`src/shared/health_rec_pkg.sv`:
```
// Package for the health attribute record builder: record layout,
// identifiers, flag words, fixed values and carrier structs.
// Assumes a single clock domain and byte-wide record readout.
package health_rec_pkg;

  localparam int REC_BYTES = 12;
  localparam int NUM_RECS = 5;
  localparam int NUM_CHIPS = 4;
  localparam int SPARE_W = 24;
  localparam int CNT_W = 32;
  localparam int ERASE_W = 48;
  localparam int FRAC_W = 32;

  // Record slots in readout order
  localparam logic [2:0] SLOT_SPARE = 3'h0;
  localparam logic [2:0] SLOT_ERASE = 3'h1;
  localparam logic [2:0] SLOT_ECC_TOTAL = 3'h2;
  localparam logic [2:0] SLOT_ECC_CORR = 3'h3;
  localparam logic [2:0] SLOT_CRC = 3'h4;

  // Byte positions inside a record
  localparam int POS_ID = 0;
  localparam int POS_FLAGS = 1;
  localparam int POS_VALUE = 3;
  localparam int POS_WORST = 4;
  localparam int POS_RAW = 5;
  localparam int POS_RSVD = 11;

  // Identifier bytes
  localparam logic [7:0] ID_SPARE = 8'hd5;
  localparam logic [7:0] ID_ERASE = 8'he5;
  localparam logic [7:0] ID_ECC_TOTAL = 8'hcb;
  localparam logic [7:0] ID_ECC_CORR = 8'hcc;
  localparam logic [7:0] ID_CRC = 8'hc7;

  // Flag words
  localparam logic [15:0] FLAGS_PREFAIL = 16'h0003;
  localparam logic [15:0] FLAGS_ADVISORY = 16'h0002;

  // Fixed value bytes and reset values
  localparam logic [7:0] VALUE_FIXED = 8'h64;
  localparam logic [7:0] LIFE_FULL = 8'h64;
  localparam logic [7:0] RSVD_BYTE = 8'h00;

  // Erase budget: target cycles per block times block count, split in percent steps
  localparam logic [FRAC_W-1:0] TARGET_ERASE_CYCLES = 32'h000186a0;
  localparam logic [FRAC_W-1:0] BLOCK_COUNT = 32'h00001000;
  localparam logic [63:0] ERASE_BUDGET = 64'(TARGET_ERASE_CYCLES) * 64'(BLOCK_COUNT);
  localparam logic [FRAC_W-1:0] ERASES_PER_PCT = FRAC_W'(ERASE_BUDGET / 64'h64);

  typedef logic [REC_BYTES-1:0][7:0] record_type;

  typedef struct packed {
    logic [SPARE_W-1:0] init_cnt;
    logic [SPARE_W-1:0] cur_cnt;
  } chip_spare_type;

  typedef struct packed {
    logic ecc_corr;
    logic ecc_uncorr;
    logic crc_err;
    logic block_erase;
  } event_type;

  typedef struct packed {
    logic en;
    logic [2:0] slot;
    logic [3:0] pos;
  } rd_req_type;

endpackage : health_rec_pkg

```
`src/design/health_attribute_record_builder.sv`:
```
// Health attribute record builder: keeps live counters and serves
// 12-byte attribute records one byte per read request.
// Assumes event pulses and chip spare counts are synchronous to ref_clk.
`timescale 1ns/1ps

module health_attribute_record_builder (
  input wire logic ref_clk,
  input wire logic rst_n,
  input wire logic clk_en,
  input wire health_rec_pkg::event_type events,
  input wire health_rec_pkg::chip_spare_type [health_rec_pkg::NUM_CHIPS-1:0] chip_spare,
  input wire logic [7:0] erase_threshold,
  input wire health_rec_pkg::rd_req_type rd_req,
  output logic [7:0] rd_data,
  output logic rd_valid,
  output logic [7:0] life_value,
  output logic threshold_exceeded
);

  typedef struct packed {
    logic [health_rec_pkg::CNT_W-1:0] ecc_total;
    logic [health_rec_pkg::CNT_W-1:0] ecc_corr;
    logic [health_rec_pkg::CNT_W-1:0] crc_cnt;
    logic [health_rec_pkg::ERASE_W-1:0] erase_total;
    logic [health_rec_pkg::FRAC_W-1:0] erase_frac;
    logic [7:0] life;
    logic [7:0] life_worst;
    health_rec_pkg::chip_spare_type worst_chip;
    logic [7:0] rd_data;
    logic rd_valid;
    logic thr;
  } state_type;

  state_type state_q;
  state_type state_d;

  // Saturating add of a small increment
  function automatic logic [health_rec_pkg::CNT_W-1:0] sat_add(
    input logic [health_rec_pkg::CNT_W-1:0] a,
    input logic [1:0] inc
  );
    logic [health_rec_pkg::CNT_W:0] sum;
    sum = {1'b0, a} + {{(health_rec_pkg::CNT_W-1){1'b0}}, inc};
    sat_add = sum[health_rec_pkg::CNT_W] ? {health_rec_pkg::CNT_W{1'b1}} : sum[health_rec_pkg::CNT_W-1:0];
  endfunction : sat_add

  // Packs one record, byte 0 first, multi-byte fields low byte first
  function automatic health_rec_pkg::record_type mk_rec(
    input logic [7:0] id,
    input logic [15:0] flags,
    input logic [7:0] val,
    input logic [7:0] worst,
    input logic [health_rec_pkg::ERASE_W-1:0] raw
  );
    mk_rec = {health_rec_pkg::RSVD_BYTE, raw, worst, val, flags, id};
  endfunction : mk_rec

  // Running minimum over chips by current spare count
  health_rec_pkg::chip_spare_type [health_rec_pkg::NUM_CHIPS-1:0] min_chain;

  assign min_chain[0] = chip_spare[0];

  genvar gi;
  generate
    for (gi = 1; gi < health_rec_pkg::NUM_CHIPS; gi++) begin : g_min
      assign min_chain[gi] = (chip_spare[gi].cur_cnt < min_chain[gi-1].cur_cnt) ?
                             chip_spare[gi] : min_chain[gi-1];
    end
  endgenerate

  // Live record images
  health_rec_pkg::record_type [health_rec_pkg::NUM_RECS-1:0] recs;

  always_comb begin
    recs[health_rec_pkg::SLOT_SPARE] = mk_rec(health_rec_pkg::ID_SPARE, health_rec_pkg::FLAGS_PREFAIL,
      health_rec_pkg::VALUE_FIXED, health_rec_pkg::VALUE_FIXED,
      {state_q.worst_chip.cur_cnt, state_q.worst_chip.init_cnt});
    recs[health_rec_pkg::SLOT_ERASE] = mk_rec(health_rec_pkg::ID_ERASE, health_rec_pkg::FLAGS_PREFAIL,
      state_q.life, state_q.life_worst,
      state_q.erase_total);
    recs[health_rec_pkg::SLOT_ECC_TOTAL] = mk_rec(health_rec_pkg::ID_ECC_TOTAL, health_rec_pkg::FLAGS_ADVISORY,
      health_rec_pkg::VALUE_FIXED, health_rec_pkg::VALUE_FIXED,
      {16'h0000, state_q.ecc_total});
    recs[health_rec_pkg::SLOT_ECC_CORR] = mk_rec(health_rec_pkg::ID_ECC_CORR, health_rec_pkg::FLAGS_ADVISORY,
      health_rec_pkg::VALUE_FIXED, health_rec_pkg::VALUE_FIXED,
      {16'h0000, state_q.ecc_corr});
    recs[health_rec_pkg::SLOT_CRC] = mk_rec(health_rec_pkg::ID_CRC, health_rec_pkg::FLAGS_ADVISORY,
      health_rec_pkg::VALUE_FIXED, health_rec_pkg::VALUE_FIXED,
      {16'h0000, state_q.crc_cnt});
  end

  always_comb begin
    logic [health_rec_pkg::ERASE_W:0] esum;
    logic [1:0] ecc_inc;
    logic step;
    esum = '0;
    ecc_inc = 2'h0;
    step = 1'b0;
    state_d = state_q;

    // Counters advance on every event while clk_en is high, regardless of host traffic
    ecc_inc = {1'b0, events.ecc_corr} + {1'b0, events.ecc_uncorr};
    state_d.ecc_total = sat_add(state_q.ecc_total, ecc_inc);
    state_d.ecc_corr = sat_add(state_q.ecc_corr, {1'b0, events.ecc_corr});
    state_d.crc_cnt = sat_add(state_q.crc_cnt, {1'b0, events.crc_err});

    if (events.block_erase) begin
      esum = {1'b0, state_q.erase_total} + {{health_rec_pkg::ERASE_W{1'b0}}, 1'b1};
      if (!esum[health_rec_pkg::ERASE_W]) begin
        state_d.erase_total = esum[health_rec_pkg::ERASE_W-1:0];
      end
      // One percent of life spent per erase budget step
      if (state_q.erase_frac >= health_rec_pkg::ERASES_PER_PCT - 32'h00000001) begin
        state_d.erase_frac = '0;
        step = 1'b1;
      end else begin
        state_d.erase_frac = state_q.erase_frac + 32'h00000001;
      end
    end

    if (step && state_q.life != 8'h00) begin
      state_d.life = state_q.life - 8'h01;
    end
    if (state_d.life < state_q.life_worst) begin
      state_d.life_worst = state_d.life;
    end

    state_d.worst_chip = min_chain[health_rec_pkg::NUM_CHIPS-1];

    // Only the erase usage value feeds the status check
    state_d.thr = (state_d.life < erase_threshold);

    state_d.rd_valid = rd_req.en;
    state_d.rd_data = 8'h00;
    if (rd_req.en && rd_req.slot < 3'(health_rec_pkg::NUM_RECS) &&
        rd_req.pos < 4'(health_rec_pkg::REC_BYTES)) begin
      state_d.rd_data = recs[rd_req.slot][rd_req.pos];
    end
  end

  always_ff @(posedge ref_clk or negedge rst_n) begin
    if (!rst_n) begin
      state_q <= '0;
      state_q.life <= health_rec_pkg::LIFE_FULL;
      state_q.life_worst <= health_rec_pkg::LIFE_FULL;
    end else if (clk_en) begin
      state_q <= state_d;
    end
  end

  assign rd_data = state_q.rd_data;
  assign rd_valid = state_q.rd_valid;
  assign life_value = state_q.life;
  assign threshold_exceeded = state_q.thr;

endmodule : health_attribute_record_builder

```
`config.mk`:
```
export PLATFORM = sky130hd
export DESIGN_NAME = health_attribute_record_builder
export DESIGN_NICKNAME = d
export VERILOG_FILES = /design/src/shared/health_rec_pkg.sv /design/src/design/health_attribute_record_builder.sv
export SDC_FILE = /design/constraint.sdc
export NUM_CORES = 1
export LEC_CHECK = 0
export BUFFER_PORTS_ARGS = -buffer_cell sky130_fd_sc_hd__buf_2
export CAP_MARGIN = 30
export CORE_ASPECT_RATIO = 1.2
export CORE_UTILIZATION = 41
export DETAILED_ROUTE_END_ITERATION = 6
export SLEW_MARGIN = 0
export SYNTH_ARGS = -nofsm -noshare
export SYNTH_HDL_FRONTEND = slang
export SYNTH_SLANG_ARGS = --single-unit
```
`constraint.sdc`:
```
create_clock -name ref_clk -period 9.7 [get_ports ref_clk]
set_input_delay 0.97 -clock ref_clk [delete_from_list [all_inputs] [get_ports ref_clk]]
set_output_delay 0.97 -clock ref_clk [all_outputs]
set_load 0.01 [all_outputs]
```
==> summary.md <==
| Metric | Value |
|---|---|
| Status | `finished, final reports clean` |
| Distinct cells, synth | `77` |
| RSZ-0062 raised after global routing | `false` |
| Crit start category | `primary input` |
| Post-CTS Resized | `0` |
| HP Class | `primary input to asynchronous set/reset pin` |
| FF+latch count, synth | `250` |
| Final Instance Count excl. Fillers | `2,617` |
| Final hold violation count | `0` |
| Syn Nets | `2,206` |
| Root Buffer | `clkbuf_16` |
| Pleak | `9.36 nW` |
| Post-CTS Setup Inserts | `0` |
| Total routed wirelength | `50,900 um` |
| Syn Inst Count | `1,899` |
| Slew @ Worst Pin | `1010 ps` |
| Max cap viols | `0` |
| Setup crit start | `chip_spare[1]` |
| Global-route wire length before repair | `80,800 um` |
| Yosys warns | `0` |
| Worst r2r src | `state_q[74]$_DFFE_PN0P_` |
| Xor-xnor portion of the synthesized cell area | `7.50%` |
| Layout Skew | `31.3 ps` |
| Tmin final | `8130 ps` |
| Crit Path Max Fanout | `50` |
| Vias in the first global route | `15,000` |
| GRT Total Usage | `23.8%` |
| EDFF count, synth | `0` |
| Final period utilization | `83.9%` |
| Max-slew violation count | `0` |
| # setup viols final | `0` |
| IO buf count | `232` |
| Main combinational cell family by area after synthesis | `simple AND/OR/NAND/NOR gates` |
| Pre-antenna DRT Iters | `5` |
| Worst reg2reg endpoint | `recs[128]$_DFFE_PN0P_` |
| Setup TNS | `0 ps` |
| Residual DRC count | `0` |
| Synth-to-layout area growth | `14.1%` |
| Met3 WL | `2940 um` |
| Inst Count DP | `2,564` |
| Post-synthesis mux area share | `8.03%` |
| Area of the die | `0.0424 mm2` |
| Compound-Gate Fraction of Synth Area | `17.5%` |
| Die Wd | `188 um` |
| Place WS | `991 ps` |
| Placeable Area | `0.0408 mm2` |
| Worst slew margin relative to its limit | `32.9%` |
| Synth top area cells | `dfrtp_1 (36%), ha_1 (6.7%), o21ai_0 (5.3%), nand2_1 (4.9%), mux4_2 (4.2%)` |
| HPWL after DPL | `38,600 um` |
| Largest net degree at the start of global routing | `167` |
| Vias per cell | `5.75` |
| IO Pins | `233` |
| M1 wire length | `21,600 um` |
| Initial cell density of the core | `41.7%` |
| Most common cell after layout, fill and taps aside | `dfrtp_1` |
| Clock sink count | `250` |
| Pwr dens | `163 mW/mm2` |
| Filler Cell Count | `4,046` |
| Post-Syn Area | `0.0170 mm2` |
| Seq/Total Area, Yosys | `36.7%` |
| WS Path Type | `primary input to flip-flop` |
| Max Used Layer | `met5` |
| Max Clk Rate | `123 MHz` |
| Crit path to | `recs[81]$_DFFE_PN0P_` |
| Row count | `81` |
| Total CTS buffers | `28` |
| Routed Antenna Nets | `0` |
| CTS Buffer Depth | `3` |
| Reg clk slew, reported paths | `60 ps` |
| Most used DFF post-synth | `dfrtp_1` |
| DR vias | `15,100` |
| Simple-gate portion of the synthesized area | `18.2%` |
| Register area | `0.00626 mm2` |
| CTS tree | `done` |
| Grt ovf | `0` |
| Initial antenna violation count | `6` |
| # H-tree levels | `1` |
| R2R depth | `15` |
| Most frequent cells in the layout | `dfrtp_1 (244), buf_2 (231), nand2_1 (223)` |
| Layout net count | `2,362` |
| Peak supply drop | `0.000132 V` |
| Async SR Flop Fraction | `100%` |
| Adder-cell share of the synthesized area | `6.80%` |
| WP data arrival | `8530 ps` |
| Post-synth top area share | `35.8%` |
| Critical Path Sink Type | `flip-flop` |
| Area leader, netlist | `dfrtp_1` |
| Worst-Skew Late Latency | `580 ps` |
| Reg2reg setup slack | `4730 ps` |
| Syn avg cell area | `8.98 um2` |
| Final setup margin | `1570 ps` |
| Die Y | `225 um` |
| Layout cells sized above 1 | `17.9%` |
| Hold buffers post-CTS | `0` |
| Routed wl met2 | `24,400 um` |
| Area of the multi-input gates | `0.00994 mm2` |
| Worst path required time | `10,100 ps` |
| Drt first-iter violations | `779` |
| DR WL/cell | `19.5 um` |
| Final Wtd Congestion | `0.903` |
[worst min-delay path by stage]
stage | slack (ps) | cells after the start | endpoint
CTS | 430 | 1 | state_q[83]$_DFFE_PN0P_
detailed placement | 480 | 1 | recs[167]$_DFFE_PN0P_
finish | 420 | 1 | state_q[84]$_DFFE_PN0P_
floorplan | 450 | 1 | recs[147]$_DFFE_PN0P_
global route | 470 | 1 | state_q[74]$_DFFE_PN0P_
global placement | 470 | 2 | state_q[95]$_DFFE_PN0P_
[kinds of logic (layout without fill, tap and decap cells)]
group | count (synthesis) | count (layout)
adders and majority gates | 92 | 92
xor gates and xnor gates | 146 | 146
muxes | 95 | 95
and+or+nand+nor | 635 | 635
other | 0 | 1
DFF | 250 | 250
AOI/OAI and AO/OA | 472 | 472
buffers and inverters | 209 | 387
[per-stage QoR]
step                      power, W  utilization [%]  cell area, um2  hold WS (ps)
after global routing       0.00334             47.6           19400           467
after detailed placement   0.00208             45.3           18500           479
final                      0.00317             47.6           19500           420
after CTS                  0.00320             47.6           19400           430
after floorplan            0.00180                -           17000           450
after global placement     0.00206             45.3           18500           474
[area by class of cell]
cell class | instances | share of cell area (%)
antenna | 1 | 0.0129
clock inverter | 17 | 0.965
sequential | 250 | 32.2
multi-input combinational | 1440 | 51.1
tap | 539 | 3.47
clock buffer | 35 | 3.89
inverter | 87 | 1.68
timing repair buffer | 248 | 6.70
[state kept, by name, indices dropped and copies added (netlist names)]
name and cells:
life_value 8, rd_data 8, rd_valid 1, state_q 32
recs 200, threshold_exceeded 1
[critical path: stages]
cell      delay [ps]
buf_2             80
inv_1             50
ha_1             220
or3b_1           370
o211ai_2          80
a21oi_2          110
o41a_1           520
nor2_4           320
buf_4            490
a21oi_1          180
ha_1             220
a221o_1          350
a221oi_1         260
o21ai_0          130
nor2_1           240
nand3_2          680
o21ai_0          520
ha_1             310
a21o_1           160
a21o_1           170
a21o_1           170
a211oi_1         210
o21ai_0          170
a31oi_4          530
nand2_1          170
o31ai_4          190
buf_4            460
o221ai_1         190
[cell usage after synthesis, types with 49 or more instances]
library cell	instances
o21ai_0	181
xnor2_1	72
inv_1	85
dfrtp_1	244
mux2i_1	49
nor2_1	108
ha_1	91
xor2_1	74
clkbuf_1	82
nand3_1	63
nand2_1	223
a21oi_1	92
and3_1	90
[report_power, final]
group	leakage [nW]	internal, W	switching, W
Clock	0.459	0.000636	0.000466
Combinational	5.62	0.000327	0.000418
Sequential	3.28	0.00117	0.000152
[per-layer routing]
| layer | GRT usage [%] | up-vias |
|---|---|---|
| met5 | 0 | - |
| met3 | 3.67 | 100 |
| li1 | - | 7185 |
| met2 | 40.7 | 484 |
| met4 | 9.55 | 4 |
| met1 | 30.1 | 7277 |
Note: power is estimated with default switching activity, not from simulation.
